<file path="src/inc/sms_pkg.sv">
// Purpose: Shared constants and carriers for the stream-to-memory status block
// Assumes: APB slave with 32-bit data, one aligned word per register
// Notes: Offsets are byte addresses within the channel window
package sms_pkg;

  // Bus geometry
  localparam int ADDR_W = 8;
  localparam int DATA_W = 32;

  // Register byte offsets
  localparam logic [7:0] OFF_CTL = 8'h30;
  localparam logic [7:0] OFF_STS = 8'h34;
  localparam logic [7:0] OFF_CUR = 8'h38;
  localparam logic [7:0] OFF_TAIL = 8'h40;
  localparam logic [7:0] OFF_LEN = 8'h58;
  localparam logic [7:0] OFF_IRQ_STS = 8'h60;
  localparam logic [7:0] OFF_IRQ_MSK = 8'h64;

  // Field positions
  localparam int CTL_RUN_BIT = 0;
  localparam int STS_HALT_BIT = 0;
  localparam int STS_IDLE_BIT = 1;
  localparam int STS_RSVD_BIT = 2;

  // Reset values
  localparam logic CTL_RUN_RST = 1'b0;
  localparam logic STS_HALT_RST = 1'b1;
  localparam logic STS_IDLE_RST = 1'b0;
  localparam logic [31:0] WORD_RST = 32'h0000_0000;

  // Interrupt event bits
  localparam int IRQ_W = 4;
  localparam int EVT_HALT = 0;
  localparam int EVT_IDLE = 1;
  localparam int EVT_INT_ERR = 2;
  localparam int EVT_SLV_ERR = 3;

  // Engine status toward this block, same clock as pclk
  typedef struct packed {
    logic mover_busy;
    logic fetch_busy;
    logic tail_done;
    logic xfer_done;
    logic err_int;
    logic err_slv;
  } sms_eng_sts_s;

  // Control toward the engine, all from flip-flops
  typedef struct packed {
    logic run;
    logic sg_resume;
    logic cur_load;
    logic xfer_start;
  } sms_eng_ctl_s;

endpackage : sms_pkg

</file>
<file path="src/core/sms_apb.sv">
// Purpose: APB slave framing for the status block register file
// Assumes: Register decode done by the caller through hit
// Notes: Read data captured in setup; a frozen setup costs one wait state
`timescale 1ns/1ps
module sms_apb (
  // Clock, reset, enable
  input wire logic pclk,
  input wire logic presetn,
  input wire logic pce,
  // APB request
  input wire logic psel,
  input wire logic penable,
  input wire logic pwrite,
  // Decode from caller
  input wire logic hit,
  input wire logic [sms_pkg::DATA_W-1:0] rd_data,
  // APB answer
  output logic pready,
  output logic pslverr,
  output logic [sms_pkg::DATA_W-1:0] prdata,
  // Write strobe toward the register file
  output logic wr_stb
);

  logic [sms_pkg::DATA_W-1:0] prdata_q;
  logic cap_q;
  // Capture once per read; a setup lost to a frozen edge is redone in access
  wire rd_cap = psel && !pwrite && !cap_q;
  wire access = psel && penable;

  // Stall while frozen so no write slips through a gated edge
  // A read answers only once its data has really been captured
  assign pready = pce && (pwrite || cap_q);
  assign pslverr = access && !hit;
  assign wr_stb = access && pwrite && hit && pce;
  assign prdata = prdata_q;

  // Sample read data in setup; unmapped reads return zero
  always_ff @(posedge pclk or negedge presetn)
  begin
    if (!presetn)
    begin
      prdata_q <= sms_pkg::WORD_RST;
      cap_q <= 1'b0;
    end
    else if (pce)
    begin
      cap_q <= psel && !pwrite && !(penable && cap_q);
      if (rd_cap)
        prdata_q <= hit ? rd_data : sms_pkg::WORD_RST;
    end
  end

endmodule : sms_apb

</file>
<file path="src/core/sms_irq.sv">
// Purpose: Sticky event bits, mask and one level interrupt
// Assumes: Events are one-cycle pulses on pclk
// Notes: Write one to clear; a new event beats a clear in the same cycle
`timescale 1ns/1ps
module sms_irq #(
  parameter int W = 4
) (
  // Clock, reset, enable
  input wire logic pclk,
  input wire logic presetn,
  input wire logic pce,
  // Events and software access
  input wire logic [W-1:0] evt,
  input wire logic clr_we,
  input wire logic mask_we,
  input wire logic [W-1:0] wdata,
  // State and interrupt
  output logic [W-1:0] status,
  output logic [W-1:0] mask,
  output logic irq
);

  logic [W-1:0] sts_q;
  logic [W-1:0] msk_q;

  // One sticky flag per event bit
  for (genvar i = 0; i < W; i++)
  begin : g_bit
    wire clr = clr_we && wdata[i];
    always_ff @(posedge pclk or negedge presetn)
    begin
      if (!presetn)
        sts_q[i] <= 1'b0;
      else if (pce)
        sts_q[i] <= evt[i] | (sts_q[i] & ~clr);
    end
  end

  // Mask register, same layout as the status
  always_ff @(posedge pclk or negedge presetn)
  begin
    if (!presetn)
      msk_q <= '0;
    else if (pce && mask_we)
      msk_q <= wdata;
  end

  assign status = sts_q;
  assign mask = msk_q;
  assign irq = |(sts_q & msk_q);

endmodule : sms_irq

</file>
<file path="src/core/sms_status_top.sv">
// Purpose: Run/stop, halted and idle status of the stream-to-memory channel
// Assumes: Engine status inputs are on pclk; APB slave for software access
// Notes: SG_PRESENT selects scatter-gather (1) or simple mode (0)
// How it works
// - status word at 0x34, read-only, writes change nothing
// - bit 0 is halted, 1 when stopped, 1 after reset
// - scatter-gather halt needs run cleared, mover and fetch both quiet
// - simple mode halt needs run cleared and mover quiet, may lag
// - halted with run cleared, pointer writes start no activity
// - halted in simple mode, length writes start no transfer
// - bit 1 idle in scatter-gather when tail reached and all done
// - tail pointer write resumes processing when channel is idle
// - simple mode idle once transfer done, zero while in progress
// - idle reads zero whenever halted reads one
// - simple mode idle stays zero until a first transfer issued
// - status bit 2 reserved, reads zero, writes ignored
// - errors clear run, wind down, then halted sets
`timescale 1ns/1ps
module sms_status_top #(
  parameter bit SG_PRESENT = 1'b1
) (
  // Clock, reset, enable
  input wire logic pclk,
  input wire logic presetn,
  input wire logic pce,
  // APB slave
  input wire logic psel,
  input wire logic penable,
  input wire logic pwrite,
  input wire logic [sms_pkg::ADDR_W-1:0] paddr,
  input wire logic [sms_pkg::DATA_W-1:0] pwdata,
  output logic pready,
  output logic pslverr,
  output logic [sms_pkg::DATA_W-1:0] prdata,
  // Engine side
  input wire sms_pkg::sms_eng_sts_s eng_sts,
  output sms_pkg::sms_eng_ctl_s eng_ctl,
  output logic [sms_pkg::DATA_W-1:0] cur_ptr,
  output logic [sms_pkg::DATA_W-1:0] tail_ptr,
  output logic [sms_pkg::DATA_W-1:0] xfer_len,
  // Interrupt
  output logic irq
);

  // State
  logic run_q, run_d;
  logic halted_q, halted_d;
  logic idle_q, idle_d;
  logic issued_q, issued_d;
  logic active_q, active_d;
  logic resume_q, cur_load_q, start_q;
  logic [sms_pkg::DATA_W-1:0] cur_q, tail_q, len_q;
  logic [sms_pkg::DATA_W-1:0] rd_data;
  logic [sms_pkg::IRQ_W-1:0] irq_sts, irq_msk, evt;
  logic wr_stb;

  // Address decode
  wire hit_ctl = paddr == sms_pkg::OFF_CTL;
  wire hit_sts = paddr == sms_pkg::OFF_STS;
  wire hit_cur = paddr == sms_pkg::OFF_CUR;
  wire hit_tail = paddr == sms_pkg::OFF_TAIL;
  wire hit_len = paddr == sms_pkg::OFF_LEN;
  wire hit_isr = paddr == sms_pkg::OFF_IRQ_STS;
  wire hit_imr = paddr == sms_pkg::OFF_IRQ_MSK;
  wire hit = hit_ctl | hit_sts | hit_cur | hit_tail | hit_len |
             hit_isr | hit_imr;

  // Write strobes; the status word has none at all
  wire wr_ctl = wr_stb && hit_ctl;
  wire wr_cur = wr_stb && hit_cur;
  wire wr_tail = wr_stb && hit_tail;
  wire wr_len = wr_stb && hit_len;
  wire wr_isr = wr_stb && hit_isr;
  wire wr_imr = wr_stb && hit_imr;

  // Engine conditions
  wire err_any = eng_sts.err_int | eng_sts.err_slv;
  // Fetch activity only counts when the gather engine is built in
  wire quiet = !eng_sts.mover_busy &&
               (!SG_PRESENT || !eng_sts.fetch_busy);
  // Halted with run cleared blocks pointer and length side effects
  wire frozen = halted_q && !run_q;
  wire may_start = run_q && !halted_q;

  // Run bit: errors win over a software set in the same cycle
  assign run_d = err_any ? 1'b0 :
                 wr_ctl ? pwdata[sms_pkg::CTL_RUN_BIT] : run_q;

  // Halted: clears on run, sets only after wind-down completes
  assign halted_d = run_q ? 1'b0 :
                    quiet ? 1'b1 : halted_q;

  // Simple mode transfer bookkeeping
  wire start_d = wr_len && !SG_PRESENT && may_start;
  assign issued_d = issued_q | start_d;
  assign active_d = start_d | (active_q & ~eng_sts.xfer_done);

  // Idle from the next-state halted so both never read one together
  wire sg_idle = eng_sts.tail_done;
  wire simple_idle = issued_d && !active_d &&
                     !eng_sts.mover_busy;
  assign idle_d = halted_d ? 1'b0 :
                  SG_PRESENT ? sg_idle : simple_idle;

  // Pointer side effects, blocked while frozen
  wire cur_load_d = wr_cur && SG_PRESENT && !frozen;
  wire resume_d = wr_tail && SG_PRESENT && !frozen;

  // Status flops; halted comes up set
  always_ff @(posedge pclk or negedge presetn)
  begin
    if (!presetn)
    begin
      run_q <= sms_pkg::CTL_RUN_RST;
      halted_q <= sms_pkg::STS_HALT_RST;
      idle_q <= sms_pkg::STS_IDLE_RST;
      issued_q <= 1'b0;
      active_q <= 1'b0;
    end
    else if (pce)
    begin
      run_q <= run_d;
      halted_q <= halted_d;
      idle_q <= idle_d;
      issued_q <= issued_d;
      active_q <= active_d;
    end
  end

  // One-cycle command pulses toward the engine
  always_ff @(posedge pclk or negedge presetn)
  begin
    if (!presetn)
    begin
      resume_q <= 1'b0;
      cur_load_q <= 1'b0;
      start_q <= 1'b0;
    end
    else if (pce)
    begin
      resume_q <= resume_d;
      cur_load_q <= cur_load_d;
      start_q <= start_d;
    end
  end

  // Pointer and length storage; values kept even when blocked
  always_ff @(posedge pclk or negedge presetn)
  begin
    if (!presetn)
    begin
      cur_q <= sms_pkg::WORD_RST;
      tail_q <= sms_pkg::WORD_RST;
      len_q <= sms_pkg::WORD_RST;
    end
    else if (pce)
    begin
      if (wr_cur)
        cur_q <= pwdata;
      if (wr_tail)
        tail_q <= pwdata;
      if (wr_len)
        len_q <= pwdata;
    end
  end

  // Events: halted and idle rising, each error
  assign evt[sms_pkg::EVT_HALT] = halted_d && !halted_q;
  assign evt[sms_pkg::EVT_IDLE] = idle_d && !idle_q;
  assign evt[sms_pkg::EVT_INT_ERR] = eng_sts.err_int;
  assign evt[sms_pkg::EVT_SLV_ERR] = eng_sts.err_slv;

  // Status word; bit 2 and upward are wired to zero
  wire [sms_pkg::DATA_W-1:0] sts_word =
    {{(sms_pkg::DATA_W-2){1'b0}}, idle_q, halted_q};

  // Read mux
  assign rd_data =
    hit_ctl ? {{(sms_pkg::DATA_W-1){1'b0}}, run_q} :
    hit_sts ? sts_word :
    hit_cur ? cur_q :
    hit_tail ? tail_q :
    hit_len ? len_q :
    hit_isr ? {{(sms_pkg::DATA_W-sms_pkg::IRQ_W){1'b0}}, irq_sts} :
    hit_imr ? {{(sms_pkg::DATA_W-sms_pkg::IRQ_W){1'b0}}, irq_msk} :
    sms_pkg::WORD_RST;

  // Bus slave
  sms_apb u_apb (
    .pclk(pclk),
    .presetn(presetn),
    .pce(pce),
    .psel(psel),
    .penable(penable),
    .pwrite(pwrite),
    .hit(hit),
    .rd_data(rd_data),
    .pready(pready),
    .pslverr(pslverr),
    .prdata(prdata),
    .wr_stb(wr_stb)
  );

  // Interrupt status and mask
  sms_irq #(.W(sms_pkg::IRQ_W)) u_irq (
    .pclk(pclk),
    .presetn(presetn),
    .pce(pce),
    .evt(evt),
    .clr_we(wr_isr),
    .mask_we(wr_imr),
    .wdata(pwdata[sms_pkg::IRQ_W-1:0]),
    .status(irq_sts),
    .mask(irq_msk),
    .irq(irq)
  );

  // Outputs to the engine
  assign eng_ctl.run = run_q;
  assign eng_ctl.sg_resume = resume_q;
  assign eng_ctl.cur_load = cur_load_q;
  assign eng_ctl.xfer_start = start_q;
  assign cur_ptr = cur_q;
  assign tail_ptr = tail_q;
  assign xfer_len = len_q;

  // Checks next to the logic they guard
  wire sts_setup = pce && psel && !penable && !pwrite && hit_sts;

  sts_read_a: assert property (@(posedge pclk) disable iff (!presetn)
    sts_setup |=> prdata[sms_pkg::DATA_W-1:sms_pkg::STS_RSVD_BIT] == '0 &&
      prdata[sms_pkg::STS_HALT_BIT] == $past(halted_q))
    else $error("status read does not show halted or reserved bits");

  sts_nowrite_a: assert property (@(posedge pclk) disable iff (!presetn)
    (pce && psel && penable && pwrite && hit_sts && !run_q && !quiet)
      |=> halted_q == $past(halted_q))
    else $error("status write changed halted flag");

  halt_wait_a: assert property (@(posedge pclk) disable iff (!presetn)
    (pce && !halted_q && !quiet) |=> !halted_q)
    else $error("halted set while engine still active");

  halt_set_a: assert property (@(posedge pclk) disable iff (!presetn)
    (pce && err_any) ##1 (pce && quiet)[*2] |=> halted_q)
    else $error("halted not set after error wind-down");

  run_drop_a: assert property (@(posedge pclk) disable iff (!presetn)
    (pce && err_any) |=> !run_q)
    else $error("error did not clear run");

  halt_clear_a: assert property (@(posedge pclk) disable iff (!presetn)
    (pce && run_q) |=> !halted_q)
    else $error("halted still set while running");

  ptr_block_a: assert property (@(posedge pclk) disable iff (!presetn)
    (pce && frozen && (wr_cur || wr_tail)) |=> !resume_q && !cur_load_q)
    else $error("pointer write acted while halted");

  len_block_a: assert property (@(posedge pclk) disable iff (!presetn)
    (pce && halted_q && wr_len) |=> !start_q)
    else $error("length write started transfer while halted");

  tail_kick_a: assert property (@(posedge pclk) disable iff (!presetn)
    (pce && SG_PRESENT && wr_tail && idle_q && run_q) |=> resume_q)
    else $error("tail write did not resume idle channel");

  sg_idle_a: assert property (@(posedge pclk) disable iff (!presetn)
    (pce && SG_PRESENT && !eng_sts.tail_done) |=> !idle_q)
    else $error("idle set before tail reached");

  busy_idle_a: assert property (@(posedge pclk) disable iff (!presetn)
    (pce && !SG_PRESENT && (active_d || eng_sts.mover_busy)) |=> !idle_q)
    else $error("idle set while transfer in progress");

  halt_idle_a: assert property (@(posedge pclk) disable iff (!presetn)
    halted_q |-> !idle_q)
    else $error("idle and halted both set");

  first_xfer_a: assert property (@(posedge pclk) disable iff (!presetn)
    (!SG_PRESENT && !issued_q) |-> !idle_q)
    else $error("idle set before first transfer");

  // Main scenarios
  cov_halt_c: cover property (@(posedge pclk) disable iff (!presetn)
    !halted_q ##1 halted_q);
  cov_resume_c: cover property (@(posedge pclk) disable iff (!presetn)
    idle_q ##1 resume_q);
  cov_err_c: cover property (@(posedge pclk) disable iff (!presetn)
    run_q && err_any);
  cov_start_c: cover property (@(posedge pclk) disable iff (!presetn)
    start_q ##[1:20] idle_q);

endmodule : sms_status_top

</file>
<file path="config.mk">
export PLATFORM = sky130hd
export DESIGN_NAME = sms_status_top
export DESIGN_NICKNAME = d
export VERILOG_FILES = /design/src/inc/sms_pkg.sv /design/src/core/sms_apb.sv /design/src/core/sms_irq.sv /design/src/core/sms_status_top.sv
export SDC_FILE = /design/constraint.sdc
export NUM_CORES = 1
export LEC_CHECK = 0
export BUFFER_PORTS_ARGS = -buffer_cell sky130_fd_sc_hd__buf_2
export CAP_MARGIN = 40
export CORE_MARGIN = 2
export CORE_UTILIZATION = 35
export DETAILED_ROUTE_END_ITERATION = 12
export GPL_ROUTABILITY_DRIVEN = 0
export GPL_TIMING_DRIVEN = 0
export PLACE_DENSITY = 0.7
export SLEW_MARGIN = 0
export SYNTH_ARGS = -nofsm -noshare
export SYNTH_HDL_FRONTEND = slang
export SYNTH_SLANG_ARGS = --single-unit
</file>
<file path="constraint.sdc">
create_clock -name pclk -period 1.6 [get_ports pclk]
set_input_delay 0.16 -clock pclk [delete_from_list [all_inputs] [get_ports pclk]]
set_output_delay 0.16 -clock pclk [all_outputs]
set_load 0.02 [all_outputs]
</file>
### Word-level counts from Yosys, hierarchy flattened

Cells that the tools add are included.

* bitwise operators: 20
* eq/ne operators: 7
* reductions and logical operators: 45
* muxes and demuxes: 13

Operator list (count)
* $mux 32: 6
* $eq 8x7->1 const B: 4
* $logic_and 1x1->1: 27
* $eq 8x6->1 const B: 3
* $or 1x1->1: 11
* $logic_not 1->1: 10
* $reduce_and 2->1: 5
* $mux 4: 2
* $mux 1: 5
* $and 1x1->1: 4
* $and 4x4->4: 1
* $not 1->1: 4
* $reduce_or 4->1: 1
* $reduce_bool 2->1: 1
* $logic_or 1x1->1: 1

* output and inout port bits: 135
* flip-flop bits (word level): 142

### Longest topological paths before layout

Gate-level depths: netlist of run 1.

* depth after elaboration: 14
* mapped depth: 9
* depth with buffers taken out: 5

### By module

From an unflattened synthesis of run 1, not the netlist that was laid out.

* cells, all modules: 542
* area total of the unflattened synthesis: 6796.5 sq um

By module, submodules not included
* sms_status_top: area an instance 4899.7 sq um, seq. area each 2528.7 sq um, cells an instance 370, instances 1
* sms_apb: area an instance 1535.2 sq um, seq. area each 825.8 sq um, cells an instance 147, instances 1
* sms_irq: area an instance 361.6 sq um, seq. area each 200.2 sq um, cells an instance 25, instances 1

### Worst setup path after synthesis of run 1

OpenSTA, ideal clock, no wires.

* kind: input to register
* start point: input paddr[4] in the netlist's numbering
* end point: register cur_q, in the netlist cur_ptr[10]
* path slack: -0.157 ns
* library setup time: 0.125 ns
* stages: 8
* data arrival time: 1.632 ns
* cells stage by stage: buf_4 and4bb_2 buf_6 and3_1 clkbuf_1 nand2_1 buf_2 mux2_2

* word-level cells in the longest chain between the ends: 11

RTL lines
* start: declaration: RTL line sms_status_top.sv:30 `input wire logic [sms_pkg::ADDR_W-1:0] paddr,`
* $eq 8x6->1, on equally long branches: RTL line sms_status_top.sv:58, sms_status_top.sv:59
* $or 1x1->1 (5 in series): RTL line sms_status_top.sv:65 `wire hit = hit_ctl | hit_sts | hit_cur | hit_tail | hit_len |`
* $or 1x1->1: RTL line sms_status_top.sv:66 `hit_isr | hit_imr;`
* $logic_and 1x1->1 (2 in series): RTL line sms_apb.sv:35 `assign wr_stb = access && pwrite && hit && pce;`
* $logic_and 1x1->1 (*): RTL line sms_status_top.sv:70 `wire wr_cur = wr_stb && hit_cur;`
* $reduce_and 2->1 (no line) (*)
* end signal: assignment: RTL line sms_status_top.sv:152 `cur_q <= sms_pkg::WORD_RST;`
* end signal: assignment: RTL line sms_status_top.sv:159 `cur_q <= pwdata;`
* end: declaration: RTL line sms_status_top.sv:52 `logic [sms_pkg::DATA_W-1:0] cur_q, tail_q, len_q;`

Mark *: on every way between the ends. The rest lies on a longest branch, timed or not.
A chain may end at the register's enable or synchronous reset.

### Worst setup path after layout of run 1

* start point: input paddr[2] in the netlist's numbering
* end point: output pslverr

* word-level cells in the longest chain between the ends: 9

RTL lines
* $eq 8x6->1, on equally long branches: RTL line sms_status_top.sv:58, sms_status_top.sv:59
* $or 1x1->1 (5 in series): RTL line sms_status_top.sv:65
* $or 1x1->1 (*): RTL line sms_status_top.sv:66
* $logic_not 1->1 (*): RTL line sms_apb.sv:34 `assign pslverr = access && !hit;`
* $logic_and 1x1->1 (*): RTL line sms_apb.sv:34
* end: declaration: RTL line sms_status_top.sv:33 `output logic pslverr,`

Marks and branches as above.

==> metrics.md, run 1 <==
| Metric | Value |
|---|---|
| Syn. warnings | 0 |
| Number of I/O port buffers | roughly 180 |
| Power per cell area | between 900 and 1000 nW/µm² |
| Max_slew headroom | 0.467 |
| Storage cell area | approximately 3600 µm² |
| Largest net degree at the start of global routing | 86 |
| Critical Path Source Type | input port |
| First-pass GRT wire length | between 20,000 and 30,000 µm |
| Die span in y | 139 µm |
| R2r worst-path depth | 6 |
| Ant. Diodes | 0 |
| Setup CP Type | in -> out |
| Fraction of layout cells with a size suffix above 1 | 0.479 |
| Compound-Gate Fraction of Synth Area | 0.133 |
| Cell variety after synth | between 50 and 60 |
| Maximum clock insertion buffer count | 2 |
| Period Utilization, post-route | 0.981 |
| Leakage | ~4.7 nW |
| H-Tree Depth | 4 |
| Simple-Gate Fraction of Synth Area | 0.0906 |
| Slowest cell on the critical path | or4_4 |
| Setup violators final | 0 |
| Site Rows | 49 |
| Synth async-reset ratio | 1.00 |
| Via count | between 5,000 and 6,000 |
| Most frequent cells in the layout | buf_2 (187), dfrtp_1 (141), mux2_2 (89) |
| DR iter-0 viols | roughly 220 |
| Initial antenna violation count | 0 |
| Final hold violation count | 0 |
| XOR/XNOR Fraction of Synth Area | 0.00136 |
| Mapped Area | approximately 6400 µm² |
| Hold Slack | a little over 0.02 ns |
| CTS clock-pin slew for the worst setup and hold paths | around 0.070 ns |
| Area occupied by multi-input gates | roughly 2700 µm² |
| CTS tree | built |
| Synth Area in Adders | 0 |
| Crit Path Max Fanout | 5 |
| Post-synthesis average cell area | approximately 12 µm² |
| Die width | between 100 and 150 µm |
| Total GRT Usage | 0.192 |
| Area Overhead vs Synth | 36.1% |
| Max Cap Violations | 0 |
| Mapped Cells | approximately 530 |
| CP max stage delay | 0.54 ns |
| I/O pins | between 150 and 200 |
| Most common cell after layout, fill and taps aside | buf_2 |
| Total grt overflow | 0 |
| WP depth | 6 |
| WHS Path Cells | 2 |
| PnR worst setup slack | between 0.03 and 0.04 ns |
| Pre-CTS setup slack | -0.598 ns |
| TritonRoute pass-1 iters | 5 |
| Clock Latency Late Sink | 0.42 ns |
| Filler Cells Inserted | approximately 1,700 |
| Final min period | between 1.5 and 2 ns |
| Routed WL per cell | between 15 and 20 µm |
| CTS Sinks | ~140 |
| Net count after synthesis | 579 |
| Core area | between 15,000 and 20,000 µm² |
| Vias per cell | slightly above 5 |
| Final slew viol count | 0 |
| WP buf/inv | 2 |
| FMAX | 0.637 GHz |
| Setup skew after layout | approximately 0.011 ns |
| Mux cell area share after synthesis | 0.180 |
| Peak supply drop | 717 µV |
| RSZ-0062 raised after global routing | yes |
| CP endpoint kind | primary output |
| Post-synth EDFFs | 0 |
| Critical path, cell by cell | buf_12, or4_4, o32ai_2, o2bb2ai_2, nor2_1, buf_4 |
| DRC Markers | 0 |
| Delay-heaviest family, CP | simple AND/OR/NAND/NOR gates |
| Root buffer cell | clkbuf_16 |
| FF+latch count, synth | about 140 |
| DIE AREA | between 15,000 and 20,000 µm² |
| Final nets | slightly above 800 |
| Worst slew pin tran | 0.794 ns |
| Outcome | finished clean |
| Post-route ant nets | 0 |
| Req. time, crit path | roughly 1.4 ns |
| TritonCTS buffer count | 17 |
| Post-synthesis sequential area ratio | 0.554 |
| Crit path arrival time | roughly 1.4 ns |
| Initial Util | 0.357 |
| HPWL Detailed | around 13,000 µm |
| Ys flop type | dfrtp_1 |
| Largest family of logic cells by synthesized area | multiplexers |
| Final WL | between 15,000 and 20,000 µm |
| HP Class | in -> reg |
| Vias in the first global route | approximately 5,200 |
[synth_stat cells, types with 6 or more instances]
cell type,instances,share of area
nand2_1,52,0.030
o31ai_1,25,0.029
o21ai_0,6,0.0047
nor2_1,35,0.020
a21oi_1,32,0.025
buf_2,15,0.012
mux2_2,100,0.18
o21a_1,28,0.033
dfrtp_1,141,0.55
clkbuf_1,7,0.0041
buf_4,6,0.0070
[final timing paths]
kind                                             startpoint                      endpoint  slack [ns]
worst min register to register  u_apb.prdata[9]$_DFFE_PN0P_   u_apb.prdata[9]$_DFFE_PN0P_        0.47
worst max-delay path                               paddr[2]                       pslverr        0.03
max in group asynchronous                           presetn   u_apb.prdata[9]$_DFFE_PN0P_        0.44
min in group asynchronous                           presetn       u_apb.cap_q$_DFFE_PN0P_        0.39
worst min-delay path                             eng_sts[1]   u_irq.status[2]$_DFFE_PN0P_        0.02
worst max register to register      u_apb.cap_q$_DFFE_PN0P_  u_apb.prdata[15]$_DFFE_PN0P_        0.13
[cells by family (layout without fill, tap and decap cells)]
family          after synthesis  after routing
flops                       142            142
simple gates                119            119
compound gates              118            118
mux                         103            103
buf+inv                      43            293
other cells                   1              1
xor+xnor                      1              1
[stage by stage]
step,power (mW),cell area (µm²),utilization,setup TNS (ns),instances
after floorplan,3.86,6520,-,-1.07,527
after global placement,4.10,7720,0.430,-286.02,938
after detailed placement,4.11,7750,0.432,-47.61,939
after CTS,8.29,8690,0.484,0,1003
after global routing,8.50,8740,0.486,-0.0197,1006
final,8.19,8740,0.486,0,1006
[layer usage]
| layer | GRT usage | part of all wire |
|---|---|---|
| met5 | 0 | 0 |
| met4 | 0.0473 | 0.010 |
| met3 | 0.0557 | 0.064 |
| met2 | 0.319 | 0.49 |
| met1 | 0.248 | 0.43 |
[cell type report]
cell class,instances,share of cell area
Timing Repair Buffer,219,0.149
Multi-Input combinational cell,342,0.306
Sequential cell,142,0.407
Inverter,4,0.00172
Clock buffer,17,0.0487
Clock inverter,15,0.0210
Tap cell,229,0.0328
Buffer,38,0.0341
[power breakdown]
| group | leakage (nW) | total (mW) | internal [mW] | switching, mW |
|---|---|---|---|---|
| Combinational | 2.43 | 0.462 | 0.198 | 0.265 |
| Sequential | 1.96 | 3.66 | 3.63 | 0.0297 |
| Clock | 0.291 | 4.08 | 2.47 | 1.60 |
[repair_timing]
action,4_1_cts,5_1_grt
setup buffers,1,4
endpoints found under the hold margin,157,0
pin swaps,3,1
hold buffers,31,0
resized for setup,8,10
setup endpoints to repair,58,62
[flip-flops by register name, summed over array words and instances (netlist names)]
name	count
cur_ptr	32
cur_load_q	1
idle_q	1
u_irq.status	4
u_apb.prdata	32
u_irq.mask	4
resume_q	1
halted_q	1
u_apb.cap_q	1
tail_ptr	32
run_q	1
xfer_len	32
Power figures use the tool's default switching activity.
==> run 2, diff against run 1 <==
==> constraint.sdc (replaced) <==
create_clock -name pclk -period 1.6 [get_ports pclk]
set_input_delay 0.16 -clock pclk [delete_from_list [all_inputs] [get_ports pclk]]
set_output_delay 0.16 -clock pclk [all_outputs]
set_load 0.01 [all_outputs]
==> run 2 against run 1 <==
Cell count shrank 0.40%. Combinational power shrank 5.6%. Fmax is 1.4% lower. Clock-buffer cell count is 5 higher. Routed wire length is 0.82% higher. Die area did not move. Clock skew barely moved. Via count is 1.4% lower. Power increased by 1.1%. Non-clock buffer count decreased by 3. Global-route usage about the same. Critical path type unchanged. Highest routed layer unchanged.
==> metrics.md, run 2 (synthesized netlist as in run 1, its figures left out) <==
| Metric | Value |
|---|---|
| Final WL | 18,500 µm (+0.82%) |
| Crit path arrival time | 1.43 ns (+0.02 ns) |
| Final hold violation count | 0 (unchanged) |
| Sw Share | 0.219 (-0.0125) |
| Most common cell after layout, fill and taps aside | buf_2 |
| Setup CP Type | in -> out |
| Hold Slack | 0.0192 ns (-0.00120 ns) |
| DIE AREA | 19,400 µm² (unchanged) |
| R2r startpoint | u_apb.cap_q$_DFFE_PN0P_ |
| Internal | 6.47 mW (+2.8%) |
| H-Tree Depth | 4 (unchanged) |
| Setup skew after layout | 0.0103 ns (-0.000341 ns) |
| Core area | 18,000 µm² (unchanged) |
| CTS clock-pin slew for the worst setup and hold paths | 0.06 ns (about the same) |
| Leakage | 4.68 nW (about the same) |
| Vias per cell | 5.07 (-1.0%) |
| Ant. Diodes | 0 (unchanged) |
| Die width | 139 µm (unchanged) |
| Switching pwr | 1.82 mW (-4.3%) |
| Maximum clock insertion buffer count | 2 (unchanged) |
| Reg2Reg Setup Slack | 0.15 ns (+0.02 ns) |
| DRC Markers | 0 (unchanged) |
| Setup violators final | 0 (unchanged) |
| Req. time, crit path | 1.44 ns (about the same) |
| Critical Path Source Type | input port |
| FMAX | 0.628 GHz (-1.4%) |
| HP Class | in -> reg |
| Site Rows | 49 (unchanged) |
| Initial Util | 0.357 (unchanged) |
| Fraction of layout cells with a size suffix above 1 | 0.484 (+0.00506) |
| Number of I/O port buffers | 182 (unchanged) |
| Total GRT Usage | 0.192 (about the same) |
| Total grt overflow | 0 (unchanged) |
| Outcome | finished clean |
| Pre-CTS setup slack | -0.585 ns (+0.0134 ns) |
| Peak supply drop | 727 µV (+1.4%) |
| Reg2reg end | u_apb.prdata[15]$_DFFE_PN0P_ |
| Worst slew pin tran | 0.758 ns (-0.0354 ns) |
| R2r worst-path depth | 6 (unchanged) |
| Final min period | 1.59 ns (+0.0225 ns) |
| Flop pwr share | 0.441 (-0.005) |
| TritonRoute pass-1 iters | 4 (-1) |
| Period Utilization, post-route | 0.995 (+0.0140) |
| Critical path startpoint | paddr[2] |
| Crit Path Max Fanout | 5 (unchanged) |
| Root buffer cell | clkbuf_16 |
| Final nets | 813 (-0.37%) |
| TritonCTS buffer count | 17 (unchanged) |
| CP endpoint kind | primary output |
| I/O pins | 187 (unchanged) |
| Largest net degree at the start of global routing | 93 (+8.1%) |
| DR iter-0 viols | 236 (+8.8%) |
| Hold Path Origin | pwdata[21] |
| Power per cell area | 949 nW/µm² (+1.2%) |
| HPWL Detailed | 12,700 µm (+0.74%) |
| Area Overhead vs Synth | 36.0% (about the same) |
| CTS tree | built |
| Final slew viol count | 0 (unchanged) |
| Clock Latency Late Sink | 0.42 ns (about the same) |
| RSZ-0062 raised after global routing | yes |
| Post-route ant nets | 0 (unchanged) |
| Vias in the first global route | 5,127 (-1.5%) |
| PnR worst setup slack | 0.00768 ns (-0.0225 ns) |
| Initial antenna violation count | 0 (unchanged) |
| Routed WL per cell | 18.5 µm (+1.2%) |
| Power share of the clock group | 0.506 (+0.009) |
| Logic pwr share | 0.053 (-0.003) |
| Min-Delay Endpoint | cur_ptr[21]$_DFFE_PN0P_ |
| Max_slew headroom | 0.491 (+0.0238) |
| First-pass GRT wire length | 28,900 µm (-0.43%) |
| Max Cap Violations | 0 (unchanged) |
| Filler Cells Inserted | 1,623 (-2.1%) |
| CTS Sinks | 142 (unchanged) |
| Most frequent cells in the layout | buf_2 (189), dfrtp_1 (141), mux2_2 (89) |
| WHS Path Cells | 2 (unchanged) |
| Die span in y | 139 µm (unchanged) |
| Via count | 5,077 (-1.4%) |
==> run 2: worst max-delay path by stage <==
stage / end / cells past startpoint
final: pslverr / 6
after global routing: pslverr / 6
after detailed placement: tail_ptr[15]$_DFFE_PN0P_ / 6
after global placement: cur_ptr[8]$_DFFE_PN0P_ / 1
after CTS: u_apb.prdata[24]$_DFFE_PN0P_ / 6
after floorplan: u_apb.prdata[14]$_DFFE_PN0P_ / 7
==> run 2: layer usage <==
layer | vias to the layer above | part of all wire | wire length (µm) | global-route usage
li1 | 2362 | - | - | -
met3 | 13 | 0.051 | 951 | 0.0451
met4 | 0 | 0.0096 | 178 | 0.0510
met2 | 163 | 0.48 | 8950 | 0.319
met5 | - | 0 | 0 | 0
met1 | 2539 | 0.46 | 8440 | 0.253
==> run 2: stage by stage <==
stage          std cells  TNS [ns]  utilization  instance area (µm²)  power (mW)
6_report            1002         0        0.486                 8730        8.29
5_1_grt             1002   -0.0568        0.486                 8730        8.61
4_1_cts              997         0        0.481                 8650        8.37
3_5_place_dp         939    -49.50        0.431                 7740        4.09
3_3_place_gp         938   -286.02        0.429                 7710        4.08
2_1_floorplan        527    -0.615            -                 6510        3.84
==> run 2: worst max-delay path, cell delays in order <==
cell and delay [ns]:
buf_12 0.11, or4_4 0.55, o32ai_4 0.27, o2bb2ai_2 0.16, nor2_1 0.05, buf_2 0.13
==> run 2: power groups by stage <==
stage | Combinational [mW] | Sequential [mW] | Clock, mW
after floorplan | 0.121 | 3.72 | 0
after global placement | 0.358 | 3.72 | 0
after detailed placement | 0.373 | 3.72 | 0
after CTS | 0.427 | 3.65 | 4.29
after global routing | 0.481 | 3.66 | 4.47
final | 0.436 | 3.66 | 4.20
==> run 2: timing repair <==
item,4_1_cts,5_1_grt
hold endpoints to repair,113,0
setup endpoints to repair,60,54
buffers inserted,1,5
pin swaps,2,5
hold buffers,27,0
resized for setup,8,13
==> run 2: layout make-up <==
class / count / area (µm²) / share of cell area
timing repair buffer: 216 / 1270 / 0.145
clock inverter: 9 / 131 / 0.0150
sequential: 142 / 3550 / 0.407
multi-input combinational: 342 / 2690 / 0.308
buffer: 38 / 295 / 0.0338
inverter: 4 / 15.0 / 0.00172
tap: 229 / 287 / 0.0328
clock buffer: 22 / 494 / 0.0566
==> run 3, diff against run 2 <==
--- a/config.mk
+++ b/config.mk
@@ -12,6 +12,7 @@
 export DETAILED_ROUTE_END_ITERATION = 12
 export GPL_ROUTABILITY_DRIVEN = 0
 export GPL_TIMING_DRIVEN = 0
+export HOLD_SLACK_MARGIN = 0.03
 export PLACE_DENSITY = 0.7
 export SLEW_MARGIN = 0
 export SYNTH_ARGS = -nofsm -noshare
==> run 3 against run 2 <==
Sequential share of layout area down 0.28 points. Power about the same. Via count up 0.45%. Critical path type unchanged. Critical endpoint unchanged.
==> metrics.md, run 3 (synthesized netlist as in run 1, its figures left out) <==
| Metric | Value |
|---|---|
| FMAX | 0.628 GHz (about the same) |
| Total grt overflow | 0 (unchanged) |
| WP depth | 6 (unchanged) |
| Vias per cell | 5.06 (-0.14%) |
| Filler Cells Inserted | 1,606 (-1.0%) |
| Final slew viol count | 0 (unchanged) |
| Site Rows | 49 (unchanged) |
| PnR worst setup slack | 0.00825 ns (+0.000572 ns) |
| Most frequent cells in the layout | buf_2 (189), dfrtp_1 (141), mux2_2 (89) |
| Max Cap Violations | 0 (unchanged) |
| HPWL Detailed | 12,700 µm (unchanged) |
| DR iter-0 viols | 218 (-7.6%) |
| Setup CP Type | in -> out |
| CTS Sinks | 142 (unchanged) |
| First-pass GRT wire length | 29,100 µm (+0.72%) |
| Worst slew pin tran | 0.764 ns (+0.00555 ns) |
| Die width | 139 µm (unchanged) |
| Critical Path Source Type | input port |
| WP buf/inv | 2 (unchanged) |
| Initial Util | 0.357 (unchanged) |
| Delay-heaviest family, CP | simple AND/OR/NAND/NOR gates |
| Outcome | finished clean |
| Setup skew after layout | 0.0103 ns (-0.0000445 ns) |
| Hold Path Origin | pwdata[2] |
| Vias in the first global route | 5,179 (+1.0%) |
| H-Tree Depth | 4 (unchanged) |
| Slowest cell on the critical path | or4_4 |
| Total chip power | 8.29 mW (about the same) |
| R2r startpoint | u_apb.cap_q$_DFFE_PN0P_ |
| Die span in y | 139 µm (unchanged) |
| Final hold violation count | 0 (unchanged) |
| Leakage | 4.71 nW (+0.57%) |
| Ant. Diodes | 0 (unchanged) |
| Final WL | 18,700 µm (+0.90%) |
| Core area | 18,000 µm² (unchanged) |
| Max_slew headroom | 0.487 (-0.00373) |
| Root buffer cell | clkbuf_16 |
| HP Class | in -> reg |
| Fraction of layout cells with a size suffix above 1 | 0.480 (-0.00373) |
| Final Instance Area | 8790 µm² (+0.69%) |
| Critical path startpoint | paddr[2] |
| RSZ-0062 raised after global routing | yes |
| Power per cell area | 943 nW/µm² (-0.64%) |
| TritonRoute pass-1 iters | 5 (+1) |
| DIE AREA | 19,400 µm² (unchanged) |
| Post-route ant nets | 0 (unchanged) |
| CP endpoint kind | primary output |
| Pre-CTS setup slack | -0.585 ns (unchanged) |
| Placed cell area | 7740 µm² (unchanged) |
| I/O pins | 187 (unchanged) |
| Most common cell after layout, fill and taps aside | buf_2 |
| Maximum clock insertion buffer count | 2 (unchanged) |
| R2r worst-path depth | 6 (unchanged) |
| Crit path arrival time | 1.43 ns (about the same) |
| Crit Path Max Fanout | 5 (unchanged) |
| Via count | 5,100 (+0.45%) |
| CP max stage delay | 0.55 ns (about the same) |
| Clock Latency Late Sink | 0.42 ns (about the same) |
| TritonCTS buffer count | 17 (unchanged) |
| Hold Slack | 0.0594 ns (+0.0402 ns) |
| Setup violators final | 0 (unchanged) |
| Total GRT Usage | 0.193 (+0.00111) |
| Final min period | 1.59 ns (-0.000572 ns) |
| DRC Markers | 0 (unchanged) |
| Area Overhead vs Synth | 37.0% |
| WHS Path Cells | 2 (unchanged) |
| Peak supply drop | 732 µV (+0.61%) |
| CTS clock-pin slew for the worst setup and hold paths | 0.06 ns (about the same) |
| CTS tree | built |
| Routed WL per cell | 18.5 µm (+0.30%) |
| Largest net degree at the start of global routing | 93 (unchanged) |
| Period Utilization, post-route | 0.995 (about the same) |
| Final nets | 819 (+0.74%) |
| Initial antenna violation count | 0 (unchanged) |
| Setup TNS after final layout | 0 ns (unchanged) |
| Number of I/O port buffers | 182 (unchanged) |
| Req. time, crit path | 1.44 ns (about the same) |
| Critical path, cell by cell | buf_12, or4_4, o32ai_4, o2bb2ai_2, nor2_1, buf_2 |
[run 3: area by class of cell]
type | count | area (µm²) | share of cell area
Clock inverter | 9 | 131 | 0.0149
Buffer | 38 | 295 | 0.0336
Tap cell | 229 | 287 | 0.0326
Multi-Input combinational cell | 342 | 2690 | 0.306
Clock buffer | 22 | 494 | 0.0562
Sequential cell | 142 | 3550 | 0.404
Inverter | 4 | 15.0 | 0.00171
Timing Repair Buffer | 222 | 1330 | 0.151
[run 3: power by group]
part / switching [mW] / internal [mW]
logic: 0.247 / 0.201
clock network: 1.54 / 2.65
registers: 0.0286 / 3.63
[run 3: worst paths after layout]
path                                                endpoint  slack [ns]
min in group asynchronous            cur_ptr[23]$_DFFE_PN0P_        0.26
worst max register to register  u_apb.prdata[15]$_DFFE_PN0P_        0.15
worst min register to register   u_apb.prdata[8]$_DFFE_PN0P_        0.47
worst min-delay path                  cur_ptr[2]$_DFFE_PN0P_        0.06
worst max-delay path                                 pslverr       0.008
max in group asynchronous        u_apb.prdata[2]$_DFFE_PN0P_        0.49
[run 3: worst reg2reg max path: stages (launching register included)]
cell	delay (ns)
dfrtp_1	0.40
nor2_2	0.16
nand3_4	0.16
a21oi_2	0.19
nand2_4	0.09
buf_6	0.15
o31ai_1	0.21
[run 3: what timing repair did]
| item | in CTS | in global routing |
|---|---|---|
| setup endpoints to repair | 60 | 54 |
| hold endpoints to repair | 136 | 0 |
| hold buffers | 33 | 0 |
| pin swaps | 2 | 5 |
| gates resized for setup | 8 | 13 |
| setup buffers | 1 | 5 |
[run 3: metal layers]
metal | routed length (µm) | global-route usage | vias up
li1 | - | - | 2374
met1 | 8520 | 0.253 | 2569
met2 | 9100 | 0.323 | 144
met3 | 877 | 0.0451 | 13
met4 | 178 | 0.0510 | 0
met5 | 0 | 0 | -
[run 3: stage by stage]
| stage | instances | util |
|---|---|---|
| 2_1_floorplan | 527 | - |
| 3_3_place_gp | 938 | 0.429 |
| 3_5_place_dp | 939 | 0.431 |
| 4_1_cts | 1003 | 0.485 |
| 5_1_grt | 1008 | 0.489 |
| 6_report | 1008 | 0.489 |
